`src/cch_consts.svh`:
```
// named constants for the carrier channel hop control block
// assumes a 20 MHz system clock and a 4 MHz crystal reference rate
`ifndef CCH_CONSTS_SVH
`define CCH_CONSTS_SVH

`define CCH_CLK_HZ     20000000
`define CCH_REF_HZ     4000000
`define CCH_REF_DIV    (`CCH_CLK_HZ / `CCH_REF_HZ)
`define CCH_LOCK_US    1500
`define CCH_HOP_MS     2000
`define CCH_LOCK_TICKS (`CCH_LOCK_US * (`CCH_REF_HZ / 1000000))
`define CCH_HOP_TICKS  (`CCH_HOP_MS * (`CCH_REF_HZ / 1000))
`define CCH_TMR_W      24
`define CCH_PAIR_W     4
`define CCH_PAIR_RST   4'hF
`define CCH_RATE_9K6   2'h2

`endif

```
`src/cch_pkg.sv`:
```
// types shared by the carrier channel hop control block
// assumes nothing beyond a SystemVerilog compiler
package cch_pkg;

  // carrier frequencies that a pair can hold
  typedef enum logic [2:0] {
    CCH_F1M75  = 3'h0,
    CCH_F4M50  = 3'h1,
    CCH_F5M50  = 3'h2,
    CCH_F6M00  = 3'h3,
    CCH_F6M50  = 3'h4,
    CCH_F10M50 = 3'h5,
    CCH_F13M00 = 3'h6
  } cch_freq_t;

  // effective bit rate after the per-carrier overrides
  typedef enum logic [2:0] {
    CCH_R38K4  = 3'h0,
    CCH_R57K6  = 3'h1,
    CCH_R9K6   = 3'h2,
    CCH_R19K2  = 3'h3,
    CCH_R115K2 = 3'h4
  } cch_rate_t;

  // interference hop sequence, one-hot
  typedef enum logic [3:0] {
    CCH_HOP_IDLE = 4'h1,
    CCH_HOP_NEW  = 4'h2,
    CCH_HOP_BACK = 4'h4,
    CCH_HOP_HOLD = 4'h8
  } cch_hop_t;

endpackage

```
`src/cch_tmr_if.sv`:
```
// handshake between the control logic and a reference-tick timer
// assumes one clock domain; tick is a one-cycle 4 MHz strobe
`timescale 1ns/1ps
interface cch_tmr_if;
  logic start;
  logic tick;
  logic busy;
  logic done;
  modport timer (input start, input tick, output busy, output done);
  modport user  (output start, output tick, input busy, input done);
endinterface

```
`src/cch_tick_timer.sv`:
```
// down-counter of reference ticks with a one-cycle done pulse
// assumes start and tick are synchronous to clk
`timescale 1ns/1ps
module cch_tick_timer #(
  parameter int                W    = 24,
  parameter logic [W-1:0]      LOAD = 1
) (
  input wire logic  clk,
  input wire logic  rst,
  cch_tmr_if.timer  t
);

  logic [W-1:0] cnt_reg;
  logic [W-1:0] cnt_next;
  logic         done_reg;
  logic         last_tick;

  // a restart wins over an expiry in the same cycle
  assign last_tick = t.tick && (cnt_reg == W'(1)) && !t.start;
  assign cnt_next  = t.start ? LOAD :
                     (t.tick && cnt_reg != '0) ? cnt_reg - W'(1) : cnt_reg;
  assign t.busy    = (cnt_reg != '0);
  assign t.done    = done_reg;

  // counter and expiry pulse
  always_ff @(posedge clk or posedge rst) begin
    if (rst) begin
      cnt_reg  <= '0;
      done_reg <= 1'b0;
    end else begin
      cnt_reg  <= cnt_next;
      done_reg <= last_tick;
    end
  end

endmodule

```
`src/cch_top.sv`:
```
// carrier selection, lock wait, interference hopping and wake trigger
// assumes all inputs synchronous to the 20 MHz clk; modem supplies status
`timescale 1ns/1ps
`include "cch_consts.svh"
module cch_top
  import cch_pkg::*;
#(
  parameter int LOCK_TICKS = `CCH_LOCK_TICKS,
  parameter int HOP_TICKS  = `CCH_HOP_TICKS
) (
  input  wire logic                   clk,
  input  wire logic                   rst,
  input  wire logic                   carrier_select_in,
  input  wire logic                   carrier_select_bit,
  input  wire logic                   hop_on_noise_enable,
  input  wire logic [`CCH_PAIR_W-1:0] pair_select,
  input  wire logic [1:0]             rate_code,
  input  wire logic                   noise_detect,
  input  wire logic                   rx_byte_event,
  input  wire logic                   tx_busy,
  input  wire logic                   sleep_request,
  input  wire logic                   wake_in,
  output logic                        active_carrier_indicator,
  output logic                        sending_active_out,
  output logic                        listening_active_out,
  output logic                        interference_status,
  output logic                        carrier_ready,
  output cch_freq_t                   first_carrier,
  output cch_freq_t                   second_carrier,
  output cch_freq_t                   active_freq,
  output cch_rate_t                   bit_rate,
  output logic                        low_power,
  output logic                        wake_broadcast
);

  cch_tmr_if lock_t ();
  cch_tmr_if hop_t ();

  logic [2:0]  div_reg;
  logic        ref_tick;
  logic        sel_or;
  logic        carrier_reg, carrier_next;
  logic        flip_reg, flip_next;
  cch_hop_t    hop_reg, hop_next;
  logic        noise_reg, noise_rise;
  logic        wake_reg, wake_edge;
  logic        wake_seen_reg;
  logic [`CCH_PAIR_W-1:0] pair_reg;
  logic        carrier_change;
  logic        sleep_reg, bcast_reg, tx_reg, rx_reg;
  cch_freq_t   f0_sel, f1_sel, fa_sel;
  cch_rate_t   rate_sel;
  cch_freq_t   f0_reg, f1_reg, fa_reg;
  cch_rate_t   rate_reg;

  // 4 MHz reference strobe from the 20 MHz clock
  assign ref_tick = (div_reg == 3'(`CCH_REF_DIV - 1));
  always_ff @(posedge clk or posedge rst) begin
    if (rst) div_reg <= 3'h0;
    else     div_reg <= ref_tick ? 3'h0 : div_reg + 3'h1;
  end

  // timers share the strobe; both count whole reference ticks
  assign lock_t.tick  = ref_tick;
  assign hop_t.tick   = ref_tick;
  assign lock_t.start = carrier_change;
  assign hop_t.start  = (hop_next != CCH_HOP_IDLE) && (hop_next != hop_reg
                        || (hop_reg == CCH_HOP_BACK && hop_t.done));

  cch_tick_timer #(.W(`CCH_TMR_W), .LOAD(`CCH_TMR_W'(LOCK_TICKS)))
    u_lock (.clk(clk), .rst(rst), .t(lock_t));
  cch_tick_timer #(.W(`CCH_TMR_W), .LOAD(`CCH_TMR_W'(HOP_TICKS)))
    u_hop (.clk(clk), .rst(rst), .t(hop_t));

  // combined selection, then the hop toggle on top of it
  assign sel_or       = carrier_select_in | carrier_select_bit;
  assign carrier_next = sel_or ^ flip_next;
  assign noise_rise   = noise_detect && !noise_reg;
  assign wake_edge    = wake_in != wake_reg;
  // a new pair also retunes the oscillator, so it needs a lock wait
  assign carrier_change = (carrier_next != carrier_reg)
                          || (pair_select != pair_reg);

  // hop sequence: a reception anywhere ends it on the current carrier
  always_comb begin
    hop_next  = hop_reg;
    flip_next = flip_reg;
    case (hop_reg)
      CCH_HOP_IDLE: begin
        if (hop_on_noise_enable && noise_rise) begin
          flip_next = !flip_reg;
          hop_next  = CCH_HOP_NEW;
        end
      end
      CCH_HOP_NEW: begin
        if (rx_byte_event) begin
          hop_next = CCH_HOP_IDLE;
        end else if (hop_t.done) begin
          flip_next = !flip_reg;
          hop_next  = CCH_HOP_BACK;
        end
      end
      CCH_HOP_BACK: begin
        if (rx_byte_event) begin
          hop_next = CCH_HOP_IDLE;
        end else if (hop_t.done && !noise_detect) begin
          flip_next = !flip_reg;
          hop_next  = CCH_HOP_HOLD;
        end
      end
      CCH_HOP_HOLD: hop_next = CCH_HOP_IDLE; // settle, then re-arm
      default:      hop_next = CCH_HOP_IDLE;
    endcase
    // dropping the enable ends the sequence on the carrier it stands on
    if (!hop_on_noise_enable) begin
      hop_next  = CCH_HOP_IDLE;
      flip_next = flip_reg;
    end
  end

  // pair table: sixteen pairs of two carriers each
  always_comb begin
    case (pair_reg)
      4'h0: begin f0_sel = CCH_F1M75;  f1_sel = CCH_F4M50;  end
      4'h1: begin f0_sel = CCH_F1M75;  f1_sel = CCH_F5M50;  end
      4'h2: begin f0_sel = CCH_F1M75;  f1_sel = CCH_F6M00;  end
      4'h3: begin f0_sel = CCH_F1M75;  f1_sel = CCH_F6M50;  end
      4'h4: begin f0_sel = CCH_F4M50;  f1_sel = CCH_F5M50;  end
      4'h5: begin f0_sel = CCH_F4M50;  f1_sel = CCH_F6M00;  end
      4'h6: begin f0_sel = CCH_F4M50;  f1_sel = CCH_F6M50;  end
      4'h7: begin f0_sel = CCH_F4M50;  f1_sel = CCH_F10M50; end
      4'h8: begin f0_sel = CCH_F10M50; f1_sel = CCH_F13M00; end
      4'h9: begin f0_sel = CCH_F5M50;  f1_sel = CCH_F10M50; end
      4'hA: begin f0_sel = CCH_F5M50;  f1_sel = CCH_F13M00; end
      4'hB: begin f0_sel = CCH_F6M00;  f1_sel = CCH_F10M50; end
      4'hC: begin f0_sel = CCH_F6M00;  f1_sel = CCH_F13M00; end
      4'hD: begin f0_sel = CCH_F6M50;  f1_sel = CCH_F10M50; end
      4'hE: begin f0_sel = CCH_F6M50;  f1_sel = CCH_F13M00; end
      default: begin f0_sel = CCH_F5M50; f1_sel = CCH_F6M50; end
    endcase
  end

  // bit rate with the slow and fast carrier overrides
  assign fa_sel   = carrier_reg ? f1_sel : f0_sel;
  assign rate_sel = (fa_sel == CCH_F1M75) ? CCH_R9K6 :
                    ((fa_sel == CCH_F10M50 || fa_sel == CCH_F13M00)
                     && rate_code == `CCH_RATE_9K6) ? CCH_R115K2 :
                    cch_rate_t'({1'b0, rate_code});

  // selection, hop and edge state
  always_ff @(posedge clk or posedge rst) begin
    if (rst) begin
      carrier_reg <= 1'b0;
      flip_reg    <= 1'b0;
      hop_reg     <= CCH_HOP_IDLE;
      noise_reg   <= 1'b0;
      wake_reg    <= 1'b0;
      pair_reg    <= `CCH_PAIR_RST;
    end else begin
      carrier_reg <= carrier_next;
      flip_reg    <= flip_next;
      hop_reg     <= hop_next;
      noise_reg   <= noise_detect;
      wake_reg    <= wake_in;
      pair_reg    <= pair_select;
    end
  end

  // wake edges before the first clock after reset are not counted
  always_ff @(posedge clk or posedge rst) begin
    if (rst) wake_seen_reg <= 1'b0;
    else     wake_seen_reg <= 1'b1;
  end

  // low power and wake broadcast; a wake edge beats a sleep request
  always_ff @(posedge clk or posedge rst) begin
    if (rst) begin
      sleep_reg <= 1'b0;
      bcast_reg <= 1'b0;
    end else begin
      sleep_reg <= (wake_edge && wake_seen_reg) ? 1'b0 :
                   (sleep_request ? 1'b1 : sleep_reg);
      bcast_reg <= wake_edge && wake_seen_reg;
    end
  end

  // registered status outputs
  always_ff @(posedge clk or posedge rst) begin
    if (rst) begin
      tx_reg   <= 1'b0;
      rx_reg   <= 1'b0;
      f0_reg   <= CCH_F5M50;
      f1_reg   <= CCH_F6M50;
      fa_reg   <= CCH_F5M50;
      rate_reg <= CCH_R19K2;
    end else begin
      tx_reg   <= tx_busy;
      rx_reg   <= !tx_busy && !sleep_reg;
      f0_reg   <= f0_sel;
      f1_reg   <= f1_sel;
      fa_reg   <= fa_sel;
      rate_reg <= rate_sel;
    end
  end

  assign active_carrier_indicator = carrier_reg;
  assign sending_active_out       = tx_reg;
  assign listening_active_out     = rx_reg;
  assign interference_status      = noise_reg;
  assign carrier_ready            = !lock_t.busy;
  assign first_carrier            = f0_reg;
  assign second_carrier           = f1_reg;
  assign active_freq              = fa_reg;
  assign bit_rate                 = rate_reg;
  assign low_power                = sleep_reg;
  assign wake_broadcast           = bcast_reg;
endmodule

```
`config.mk`:
```
export PLATFORM = sky130hd
export DESIGN_NAME = cch_top
export DESIGN_NICKNAME = d
export VERILOG_FILES = /design/src/cch_pkg.sv /design/src/cch_tmr_if.sv /design/src/cch_tick_timer.sv /design/src/cch_top.sv
export VERILOG_INCLUDE_DIRS = /design/src
export SDC_FILE = /design/constraint.sdc
export NUM_CORES = 1
export LEC_CHECK = 0
export BUFFER_PORTS_ARGS = -buffer_cell sky130_fd_sc_hd__buf_2
export CORE_MARGIN = 4
export CORE_UTILIZATION = 59
export CTS_CLUSTER_SIZE = 8
export DETAILED_ROUTE_END_ITERATION = 10
export GPL_ROUTABILITY_DRIVEN = 0
export PLACE_DENSITY = 0.79
export SKIP_CTS_REPAIR_TIMING = 1
export SYNTH_ARGS = -nofsm -noshare
export SYNTH_HDL_FRONTEND = slang
export SYNTH_SLANG_ARGS = --single-unit
```
`constraint.sdc`:
```
create_clock -name clk -period 3.6 [get_ports clk]
set_input_delay 0.9 -clock clk [delete_from_list [all_inputs] [get_ports clk]]
set_output_delay 0.9 -clock clk [all_outputs]
set_load 0.01 [all_outputs]
```
== Yosys cells after proc, flatten, opt, wreduce, memory -nomap -nowiden ==
Memory sizes are Yosys's and may differ from the RTL's.
Cells that the tools add are included.

* Register bits: 81
* ROM bits: 96
* Input port bits: 16
* Output and inout bits: 19
* Logic and storage cells: 90
* Memories: 1

* Add/subtract/negate cells: 3
* Equality and inequality tests: 13
* Muxes and demuxes: 24
* Bitwise logic cells: 2
* Reductions and logical operators: 28

{| class="wikitable"
|+ Memory list
! memory !! depth !! bits a word !! read ports !! clocked after Yosys merged registers in !! wr ports !! RTL line !! text
|-
| (no name shown) || 16 || 6 || 1 || 0 || 0 || cch_top.sv:123 || <nowiki>case (pair_reg)</nowiki>
|}

{| class="wikitable"
|+ Operators by type and width
! cell !! number
|-
| $mux W24 || 4
|-
| $reduce_bool A24 Y1 || 2
|-
| $sub A24 B1 Y24 const B || 2
|-
| $eq A24 B1 Y1 const B || 1
|-
| $mux W4 || 6
|-
| $logic_and A1 B1 Y1 || 12
|-
| $mux W3 || 4
|-
| $pmux W4 S3 || 1
|-
| $eq A3 B3 Y1 const B || 3
|-
| $mux W1 || 8
|-
| $ne A4 B4 Y1 || 2
|-
| $logic_not A1 Y1 || 7
|-
| $reduce_bool A2 Y1 || 3
|-
| $eq A4 B1 Y1 const B || 1
|-
| $eq A4 B2 Y1 const B || 1
|-
| $eq A4 B3 Y1 const B || 1
|-
| $ne A4 B1 Y1 const B || 1
|-
| $add A3 B1 Y3 const B || 1
|-
| $logic_not A3 Y1 || 1
|-
| $logic_or A1 B1 Y1 || 3
|-
| $pmux W1 S3 || 1
|-
| $eq A2 B2 Y1 const B || 1
|-
| $ne A1 B1 Y1 || 2
|-
| $or A1 B1 Y1 || 1
|-
| $xor A1 B1 Y1 || 1
|}

== Longest topological paths before layout ==
Gate-level depths: netlist of the first run.

* Depth in word-level cells: 11
* Mapped depth: 9
* Gate-level depth less buffers: 8

== Hierarchy ==
From an unflattened synthesis of the first run, not the netlist that was laid out.

* Cell total of the unflattened synthesis: 445
* Area total of the unflattened synthesis: 4543.1 um^2

{| class="wikitable"
|+ By module, submodules not included
! module !! times used !! cells an instance !! area an instance (um^2) !! seq. area each (um^2)
|-
| cch_tick_timer (u_lock) || 1 || 164 || 1570.3 || 625.6
|-
| cch_top || 1 || 133 || 1559.0 || 813.3
|-
| cch_tick_timer (u_hop) || 1 || 148 || 1413.9 || 625.6
|}

== Worst setup path after synthesis of the first run ==
No wires, ideal clock.

* Path kind: input -> register
* From: input port hop_on_noise_enable
* To: register u_lock.cnt_reg[0]
* Library setup time: 71 ps
* Arrival: 2436 ps
* Required time: 3529 ps
* Slack: 1093 ps
* Stages: 7
* Buffers on the path: 1
* Path through: nand2b_1 or4_1 a21oi_1 xnor2_1 nand2_1 buf_2 nor2_1

* Word-level cells in the longest chain between the ends: 8
* Elaborated cells between the ends (all ways): 9
* Classes of those cells: eq/ne (1); mux (4); bitwise (1); reduce/logical (3)

{| class="wikitable"
|+ Ends and longest elaborated chain
! element !! RTL line !! text
|-
| from (decl) || cch_top.sv:15 || <nowiki>input wire logic hop_on_noise_enable,</nowiki>
|-
| $logic_and A1 B1 Y1 || cch_top.sv:90 || <nowiki>if (hop_on_noise_enable && noise_rise) begin</nowiki>
|-
| $mux W1 || cch_top.sv:90 ||
|-
| $pmux W1 S3 || cch_top.sv:88 || <nowiki>case (hop_reg)</nowiki>
|-
| $mux W1 * || cch_top.sv:115 || <nowiki>if (!hop_on_noise_enable) begin</nowiki>
|-
| $xor A1 B1 Y1 * || cch_top.sv:77 || <nowiki>assign carrier_next = sel_or ^ flip_next;</nowiki>
|-
| $ne A1 B1 Y1 * || cch_top.sv:81 || <nowiki>assign carrier_change = (carrier_next != carrier_reg)</nowiki>
|-
| $logic_or A1 B1 Y1 * || cch_top.sv:82 || <nowiki>|| (pair_select != pair_reg);</nowiki>
|-
| $mux W24 / $reduce_bool A2 Y1 (equally long branches) || -- ||
|-
| to (signal assigned) || cch_tick_timer.sv:31 || <nowiki>cnt_reg <= cnt_next;</nowiki>
|-
| to (decl) || cch_tick_timer.sv:13 || <nowiki>logic [W-1:0] cnt_reg;</nowiki>
|}

Mark *: on every way between the ends. The rest lies on a longest branch, timed or not.
A chain may end at the register's enable or synchronous reset.

== Worst setup path in the final report of the first run ==
* From: register u_lock.cnt_reg[0]
* To: output port carrier_ready

* Word-level cells in the longest chain between the ends: 2

{| class="wikitable"
|+ Ends and longest elaborated chain
! element !! RTL line !! text
|-
| $reduce_bool A24 Y1 || cch_tick_timer.sv:22 || <nowiki>assign t.busy = (cnt_reg != '0);</nowiki>
|-
| $logic_not A1 Y1 || cch_top.sv:210 || <nowiki>assign carrier_ready = !lock_t.busy;</nowiki>
|-
| to (decl) || cch_top.sv:27 || <nowiki>output logic carrier_ready,</nowiki>
|}

Every way passes these cells.

==> summary.txt, run 1 <==
Status
  – Status: finished, final reports clean

Setup path
  – Largest stage delay, worst path: 0.57 ns
  – Crit path max fanout: 5
  – WS Path Type: reg2out
  – Crit path capture type: output pin
  – Worst path required time: 2.70 ns
  – CP Data Arrival Time: 2.15 ns
  – Worst path cell trace: inv_1, ha_1, nor3b_1, nand4_1, nor2_1, buf_2
  – Startpoint Class: flop
  – Crit path buf inv count: 2
  – CP top delay family: simple AND/OR/NAND/NOR gates
  – Slowest CP cell: nor3b_1

Drt
  – Initial DRT Pass Iterations: 4
  – DRC errors left: 0
  – Via count: 2923
  – DRT iter0 DRCs: 97
  – Wire per inst: 14.21 um
  – Via/cell ratio: 5.709
  – Final ANT Viol Nets: 0
  – Final WL: 7.275 mm

Yosys
  – Async SR Flop Fraction: 1.000
  – Synth Register Bits: 81
  – Top-count cell post-synth: dfrtp_1
  – Top_reg_cell synth: dfrtp_1
  – Number of synthesized flops with an enable pin: 0
  – Cells after Synth: 387
  – Synth area leaders: dfrtp_1, dfstp_2, xnor2_1
  – Register area share after synthesis: 0.5119
  – Synth top area share: 0.4460
  – Synth Warn #: 0
  – Synth top cells by count: dfrtp_1, nor2_1, xnor2_1
  – Mapped Nets: 413
  – Leading area contributor after synthesis: dfrtp_1
  – Post-synthesis cell type count: 53
  – Syn Area/Cell: 10.29 um2
  – Mapped cell area: 0.003984 mm2

Global route
  – Gr usage total: 0.1934
  – First-pass GRT wire length: 12.96 mm
  – Initial antenna violation count: 0
  – Total global routing overflow: 0
  – Vias in the first global route: 2900
  – Pin count of the biggest net entering global routing: 47

STA
  – Slew headroom: 0.4773
  – Min cycle time layout: 3.046 ns
  – Max Slew Vio Count: 0
  – F_max: 0.3284 GHz
  – Setup TNS: 0 ns
  – Final Hold Fails: 0
  – Tcrit/Tclk final: 0.8460
  – Clock Skew: 0.009296 ns
  – Slew @ Worst Pin: 0.7831 ns
  – RSZ-0062 raised after global routing: false
  – Final number of setup-violating endpoints: 0
  – Hold_ws: 0.4630 ns

Die
  – Full die area: 0.008131 mm2
  – Ports: 35
  – DIE HEIGHT: 90.17 um
  – Die width: 90.17 um
  – Std cell rows: 29
  – Starting Density: 0.6168
  – Core area: 0.006459 mm2

Clock tree
  – CTS tree: built
  – CTS buffer count: 9
  – Clk slew on worst S/H paths: 0.09 ns
  – CTS H-tree lvls: 3
  – Clock root cell: clkbuf_8
  – Worst-Skew Late Latency: 0.35 ns
  – Clk sinks: 81
  – Max Root-Sink Buffers: 2

Cells and area
  – Layout Nets: 456
  – Area grow syn2layout: 13.54%
  – Layout cells sized above 1: 0.1908
  – Diode count: 0
  – # fillers: 501

Placed design
  – Port buffer count: 34
  – HPWL Detailed: 5.164 mm

Power and ir drop
  – VDD IR-drop max: 301.0 uV
  – Leakage: 0.001939 uW
  – Power per cell area: 528.9 mW/mm2

Worst hold path
  – Hold Crit Class: reg2reg

Flow run
  – MaxCap Viol Count: 0
==> path summary, 6_finish.rpt <==
kind                                   start              endpoint  slack [ns]  cells past startpoint
max                        u_lock.cnt_reg[0]         carrier_ready        0.55                      6
min                                low_power  listening_active_out        0.46                      1
max reg2reg                u_lock.cnt_reg[0]    u_lock.cnt_reg[18]        1.08                      8
min reg2reg                        low_power  listening_active_out        0.46                      1
max in group asynchronous                rst            hop_reg[0]        2.23                      3
min in group asynchronous                rst    u_lock.cnt_reg[14]        0.67                      2
==> stage by stage <==
stage,worst slack [ns],power [uW],cell area [um2],instances,util
after floorplan,0.6365,1468,3984,387,-
after global placement,0.7505,1582,4273,496,0.6616
after detailed placement,0.6616,1603,4273,496,0.6616
after CTS,0.5889,2421,4523,512,0.7003
after global routing,0.4532,2540,4523,512,0.7003
final,0.5545,2392,4523,512,0.7003
==> logic make-up after synthesis <==
group / after synthesis / share of synthesized area
simple gates: 174 / 0.2356
flops: 81 / 0.5119
xor+xnor: 50 / 0.1099
compound gates: 44 / 0.07632
buf+inv: 22 / 0.02136
fa+ha+maj: 10 / 0.03141
mux: 5 / 0.01256
other cells: 1 / 0.0009413
==> where the power goes <==
part           leakage, uW  internal, uW  switching (uW)
sequential        0.000979          1020            90.3
combinational     0.000838           212             266
clock             0.000122           469             334
==> cell type report <==
class / instances / area, um2 / share of cell area
tap: 77 / 96.34 / 0.02130
timing repair buffer: 39 / 220.2 / 0.04869
clock buffer: 9 / 123.9 / 0.02739
multi-input combinational: 284 / 1859 / 0.4111
sequential: 81 / 2039 / 0.4509
clock inverter: 7 / 126.4 / 0.02794
inverter: 15 / 57.56 / 0.01272
==> layer usage <==
layer	vias to the layer above	global-route usage	share of wire
met2	62	0.3292	0.51
met3	6	0.04508	0.034
met4	0	0.05995	0.010
met5	-	0	0
met1	1431	0.2456	0.45
li1	1424	-	-
==> cells in the final DEF (no fill, tap or decap), types with 5 or more instances in the layout <==
cell / Yosys / final
dfrtp_1: 71 / 71
nor2_1: 48 / 48
buf_2: 2 / 34
xnor2_1: 27 / 27
nand2_1: 23 / 23
xor2_1: 23 / 23
nor3_1: 22 / 22
nor4_1: 14 / 14
inv_1: 15 / 14
nand2b_1: 12 / 12
a21oi_1: 12 / 12
o21ai_0: 10 / 10
nand3_1: 10 / 10
ha_1: 10 / 10
dfstp_2: 10 / 10
clkbuf_8: 0 / 9
or3_1: 5 / 5
or4_1: 5 / 5
nor2b_1: 5 / 5
mux2i_1: 5 / 5
No activity file was read; power rests on OpenSTA's default activity.
==> run 2, diff against run 1 <==
--- a/config.mk
+++ b/config.mk
@@ -6,13 +6,14 @@
 export SDC_FILE = /design/constraint.sdc
 export NUM_CORES = 1
 export LEC_CHECK = 0
+export ABC_AREA = 1
 export BUFFER_PORTS_ARGS = -buffer_cell sky130_fd_sc_hd__buf_2
 export CORE_MARGIN = 4
-export CORE_UTILIZATION = 59
+export CORE_UTILIZATION = 55
 export CTS_CLUSTER_SIZE = 8
 export DETAILED_ROUTE_END_ITERATION = 10
 export GPL_ROUTABILITY_DRIVEN = 0
-export PLACE_DENSITY = 0.79
+export PLACE_DENSITY = 0.77
 export SKIP_CTS_REPAIR_TIMING = 1
 export SYNTH_ARGS = -nofsm -noshare
 export SYNTH_HDL_FRONTEND = slang
==> constraint.sdc (replaced) <==
create_clock -name clk -period 2.6 [get_ports clk]
set_input_delay 0.65 -clock clk [delete_from_list [all_inputs] [get_ports clk]]
set_output_delay 0.65 -clock clk [all_outputs]
set_load 0.01 [all_outputs]
==> run 2 against run 1 <==
Clock-buffer cell count increased by 2; clock power increased by 6.7%; critical endpoint unchanged; largest power group unchanged; critical path depth increased by 1; sequential share of layout area decreased by 4.7 points; first-iteration DRC count increased by 110%; register-to-register slack got worse by 0.69 ns.
==> summary.txt, run 2 <==
Drt
  – Final WL: 9.077 mm
  – Via/cell ratio: 5.240
  – Final ANT Viol Nets: 0
  – DRT iter0 DRCs: 201
  – DRC errors left: 0
  – Initial DRT Pass Iterations: 4
  – Wire per inst: 12.88 um
  – Via count: 3694

Yosys
  – Top-count cell post-synth: nand2_1
  – Mapped cell area: 0.004572 mm2
  – Async SR Flop Fraction: 1.000
  – Top_reg_cell synth: dfrtp_1
  – Synth Register Bits: 81
  – Register area share after synthesis: 0.4461
  – Synth Warn #: 0
  – Synth top cells by count: nand2_1, nor2_1, dfrtp_1
  – Leading area contributor after synthesis: dfrtp_1
  – Cells after Synth: 553
  – Number of synthesized flops with an enable pin: 0
  – Mapped Nets: 579
  – Post-synthesis cell type count: 38
  – Synth top area share: 0.3886
  – Synth area leaders: dfrtp_1, nand2_1, nor2_1
  – Syn Area/Cell: 8.267 um2

Clock tree
  – Clk slew on worst S/H paths: 0.09 ns
  – CTS buffer count: 9
  – Clock root cell: clkbuf_8
  – Clk sinks: 81
  – CTS tree: built
  – CTS H-tree lvls: 3
  – Worst-Skew Late Latency: 0.35 ns
  – Max Root-Sink Buffers: 2

Global route
  – Vias in the first global route: 3694
  – Total global routing overflow: 0
  – Pin count of the biggest net entering global routing: 32
  – First-pass GRT wire length: 15.88 mm
  – Gr usage total: 0.1939
  – Initial antenna violation count: 0

Die
  – Starting Density: 0.5796
  – DIE HEIGHT: 99.18 um
  – Core area: 0.007888 mm2
  – Die width: 99.18 um
  – Ports: 35
  – Std cell rows: 32
  – Full die area: 0.009836 mm2

STA
  – RSZ-0062 raised after global routing: false
  – Clock Skew: 0.01809 ns
  – Setup TNS: 0 ns
  – Hold_ws: 0.3864 ns
  – F_max: 0.4094 GHz
  – Final number of setup-violating endpoints: 0
  – Tcrit/Tclk final: 0.9396
  – Slew @ Worst Pin: 0.6622 ns
  – Min cycle time layout: 2.443 ns
  – Final Hold Fails: 0
  – Slew headroom: 0.5576
  – Max Slew Vio Count: 0

Cells and area
  – # fillers: 682
  – Commonest non-fill, non-tap cell in the layout: nand2_1
  – Diode count: 0
  – Layout cells sized above 1: 0.2023
  – Area grow syn2layout: 10.43%
  – Most frequent cells in the layout: nand2_1, nor2_1, dfrtp_1
  – Layout Nets: 624

Setup path
  – Startpoint Class: flop
  – Slowest CP cell: dfrtp_1
  – Largest stage delay, worst path: 0.40 ns
  – Worst path required time: 1.95 ns
  – CP most frequent cell: nand2_1
  – CP Data Arrival Time: 1.79 ns
  – WS Path Type: reg2out
  – Crit path capture type: output pin
  – Crit path max fanout: 3
  – Worst path cell trace: inv_1, ha_1, nand2_1, nor2_2, nand2_1, nor3_1, buf_2

Power and ir drop
  – Flop pwr share: 0.492
  – Clock share of power: 0.274
  – Cell-internal power: 2099 uW
  – VDD IR-drop max: 347.0 uV
  – NetSw: 1030 uW
  – Comb power frac: 0.234
  – Leakage: 0.002397 uW
  – Power per cell area: 619.8 mW/mm2
  – Fraction of power spent switching nets: 0.3290

Status
  – Status: finished, final reports clean

Flow run
  – MaxCap Viol Count: 0

Worst hold path
  – Hold Crit Class: in2async

Placed design
  – Port buffer count: 34
  – HPWL Detailed: 6.679 mm
## run 2: cell types whose count changed in the layout (fill, tap and decap cells not counted), moves of 7 or more
cell and change:
nand2_2 +7, nor2_4 +10, inv_1 +51, nand3_2 +7
nor4_1 -12, nor2_1 +30, xnor2_1 -13, nand4_1 +11
nand2_1 +82, nand3_1 +28, nor2_2 +8, nand2b_1 -12
## run 2: final cells by class
class                   instances  area [um2]  area share
repair buffers                 40       215.2     0.04263
multi-input cells             392        2203      0.4364
well taps                     102       127.6     0.02528
clock buffers                  11       151.4     0.02999
inverters                      74       281.5     0.05576
flip-flops and latches         81        2039      0.4040
clock inverters                 5       30.03    0.005948
## run 2: per-layer routing
metal / wire [um] / vias to the layer above / part of all wire / GRT usage
met5: 0 / - / 0 / 0
met4: 80 / 0 / 0.0088 / 0.05987
met3: 490 / 10 / 0.054 / 0.03927
met2: 4566 / 97 / 0.50 / 0.3357
met1: 3940 / 1762 / 0.43 / 0.2448
li1: - / 1825 / - / -
## run 2: worst max-delay path, delay by kind of cell (launching register included)
kind	cells	cell delay, ns
fa+ha+maj	1	0.17
buf+inv	2	0.25
flops	1	0.40
simple gates	4	0.63
## run 2: stage by stage
stage                     instance area [um2]  instances  setup slack, ns  power [uW]    util
after floorplan                          4576        553           0.7082        2112       -
after global placement                   4865        689           0.4275        2255  0.6168
after detailed placement                 4865        689           0.2992        2296  0.6168
after CTS                                5046        705           0.1062        3148  0.6398
after global routing                     5049        705          0.03420        3325  0.6401
final                                    5049        705           0.1571        3129  0.6401
## run 2: final timing paths
check,from,depth (start not counted),end,slack [ns]
max reg2reg,u_hop.cnt_reg[0],10,u_hop.cnt_reg[21],0.39
min,rst,2,hop_reg[1],0.39
min reg2reg,low_power,1,listening_active_out,0.45
min in group clk,pair_select[3],1,pair_reg[3],0.40
max,u_lock.cnt_reg[0],7,carrier_ready,0.16
max in group asynchronous,rst,3,u_lock.cnt_reg[0],1.53
## run 2: logic make-up (layout without fill, tap and decap cells)
logic type      Yosys count  after routing  synth area share
simple gates            299            299            0.3186
buf+inv                  80            130           0.07252
other cells               1              1         0.0008202
flops                    81             81            0.4461
xor+xnor                 43             43           0.08238
fa+ha+maj                10             10           0.02737
compound gates           39             39           0.05227
## run 2: power by group through the flow
stage | clock network (uW) | logic, uW | registers [uW]
after floorplan | 0 | 561 | 1550
after CTS | 870 | 739 | 1540
after global routing | 931 | 831 | 1560
after detailed placement | 0 | 735 | 1560
after global placement | 0 | 701 | 1550
final | 857 | 733 | 1540
==> run 3, diff against run 2 <==
--- a/config.mk
+++ b/config.mk
@@ -6,14 +6,13 @@
 export SDC_FILE = /design/constraint.sdc
 export NUM_CORES = 1
 export LEC_CHECK = 0
-export ABC_AREA = 1
 export BUFFER_PORTS_ARGS = -buffer_cell sky130_fd_sc_hd__buf_2
 export CORE_MARGIN = 4
-export CORE_UTILIZATION = 55
+export CORE_UTILIZATION = 54
 export CTS_CLUSTER_SIZE = 8
 export DETAILED_ROUTE_END_ITERATION = 10
 export GPL_ROUTABILITY_DRIVEN = 0
-export PLACE_DENSITY = 0.77
+export PLACE_DENSITY = 0.76
 export SKIP_CTS_REPAIR_TIMING = 1
 export SYNTH_ARGS = -nofsm -noshare
 export SYNTH_HDL_FRONTEND = slang
==> run 3 against run 2 <==
Clock power is 3.4% lower; hold slack improved by 0.0017 ns; via count is 21% lower; sequential share of layout area up 4.0 points; clock-buffer cell count is 3 higher; cell count decreased by 23%; clock skew down 0.0095 ns; non-clock buffer count increased by 11; largest cell class is now flip-flops and latches; largest power group unchanged; highest routed layer unchanged.
==> summary.txt, run 3 (synthesized netlist as in run 1, its figures left out) <==
Setup path
  – Startpoint Class: flop
  – Crit path capture type: output pin
  – Crit path buf inv count: 1
  – Slowest CP cell: or4_4
  – CP Data Arrival Time: 1.92 ns
  – Worst path cell trace: or4_4, or3_4, nor2_2, buf_2
  – Worst path required time: 1.95 ns
  – WS Path Type: reg2out
  – CP top delay family: simple AND/OR/NAND/NOR gates
  – Largest stage delay, worst path: 0.53 ns
  – Crit path max fanout: 3

Drt
  – DRC errors left: 0
  – DRT iter0 DRCs: 122
  – Via count: 2917
  – Final WL: 7.363 mm
  – Wire per inst: 13.49 um
  – Initial DRT Pass Iterations: 6
  – Final ANT Viol Nets: 0
  – Via/cell ratio: 5.342

STA
  – Hold_ws: 0.3880 ns
  – Slew @ Worst Pin: 0.6065 ns
  – Min cycle time layout: 2.566 ns
  – F_max: 0.3897 GHz
  – Max Slew Vio Count: 0
  – Final number of setup-violating endpoints: 0
  – Worst setup margin: 0.03376 ns
  – Tcrit/Tclk final: 0.9870
  – Slew headroom: 0.5920
  – Clock Skew: 0.008597 ns
  – Final Hold Fails: 0

Cells and area
  – Final non-filler cell total: 546
  – Commonest non-fill, non-tap cell in the layout: dfrtp_1
  – Layout Nets: 468
  – Area grow syn2layout: 15.20%
  – Diode count: 0
  – Layout cells sized above 1: 0.2170
  – # fillers: 612
  – Most frequent cells in the layout: dfrtp_1, nor2_1, buf_2

Placed design
  – DP Worst Slack: 0.2602 ns
  – HPWL Detailed: 5.156 mm
  – Port buffer count: 34
  – Dpl cells: 529

Clock tree
  – CTS tree: built
  – Clock root cell: clkbuf_8
  – Worst-Skew Late Latency: 0.34 ns
  – CTS buffer count: 9
  – CTS H-tree lvls: 3
  – Clk sinks: 81
  – Max Root-Sink Buffers: 2
  – Clk slew on worst S/H paths: 0.08 ns

Power and ir drop
  – Power per cell area: 666.5 mW/mm2
  – Leakage: 0.001967 uW
  – Total Power: 3059 uW
  – VDD IR-drop max: 405.3 uV

Worst hold path
  – Hold Crit Class: in2async

Die
  – Starting Density: 0.5522
  – Core area: 0.007214 mm2
  – Full die area: 0.008815 mm2
  – Die width: 93.89 um
  – Std cell rows: 31
  – DIE HEIGHT: 93.89 um
  – Ports: 35

Global route
  – Total global routing overflow: 0
  – Gr usage total: 0.1844
  – Most used routing layer: met2
  – Pin count of the biggest net entering global routing: 82
  – Vias in the first global route: 3031
  – GR met2 Demand/Resource: 0.3176
  – Initial antenna violation count: 0
  – Met1 global-route usage: 0.2235
  – GR Layer Usage met3: 0.05048
  – First-pass GRT wire length: 12.96 mm

Status
  – Status: finished, final reports clean

Flow run
  – MaxCap Viol Count: 0
-- run 3: final cells by class --
type / count / area, um2 / area share
repair buffers: 51 / 310.3 / 0.06761
well taps: 99 / 123.9 / 0.02699
clock buffers: 14 / 162.7 / 0.03544
flip-flops and latches: 81 / 2039 / 0.4444
multi-input cells: 284 / 1879 / 0.4095
inverters: 15 / 60.06 / 0.01309
clock inverters: 2 / 13.76 / 0.002999
-- run 3: metrics by stage --
stage,instance area [um2],TNS [ns],util
2_1_floorplan,3988,0,-
3_3_place_gp,4385,0,0.6079
3_5_place_dp,4385,0,0.6079
4_1_cts,4562,-0.08989,0.6323
5_1_grt,4589,-0.05182,0.6361
6_report,4589,0,0.6361
-- run 3: layer usage --
| metal | part of all wire | wire, um | up-vias |
|---|---|---|---|
| met2 | 0.51 | 3760 | 43 |
| met4 | 0.012 | 87 | 0 |
| met5 | 0 | 0 | - |
| met1 | 0.45 | 3277 | 1421 |
| li1 | - | - | 1444 |
| met3 | 0.032 | 238 | 9 |
-- run 3: worst paths after layout --
kind / start / to / slack [ns] / cells past startpoint
worst max-delay path: u_lock.cnt_reg[21] / carrier_ready / 0.03 / 4
worst min-delay path: rst / div_reg[1] / 0.39 / 3
worst max register to register: u_hop.cnt_reg[10] / u_hop.cnt_reg[9] / 0.26 / 6
worst min register to register: low_power / listening_active_out / 0.44 / 1
max in group asynchronous: rst / bit_rate[0] / 1.82 / 3
min in group clk: pair_select[0] / pair_reg[0] / 0.41 / 1
-- run 3: power by group --
group	internal (uW)	leakage, uW	switching, uW
clock	401	0.0000907	426
sequential	1420	0.000979	122
combinational	322	0.000898	372
-- run 3: worst min-delay path: stages --
cell and delay [ns]:
buf_2 0.11, clkinvlp_4 0.07, buf_12 0.33
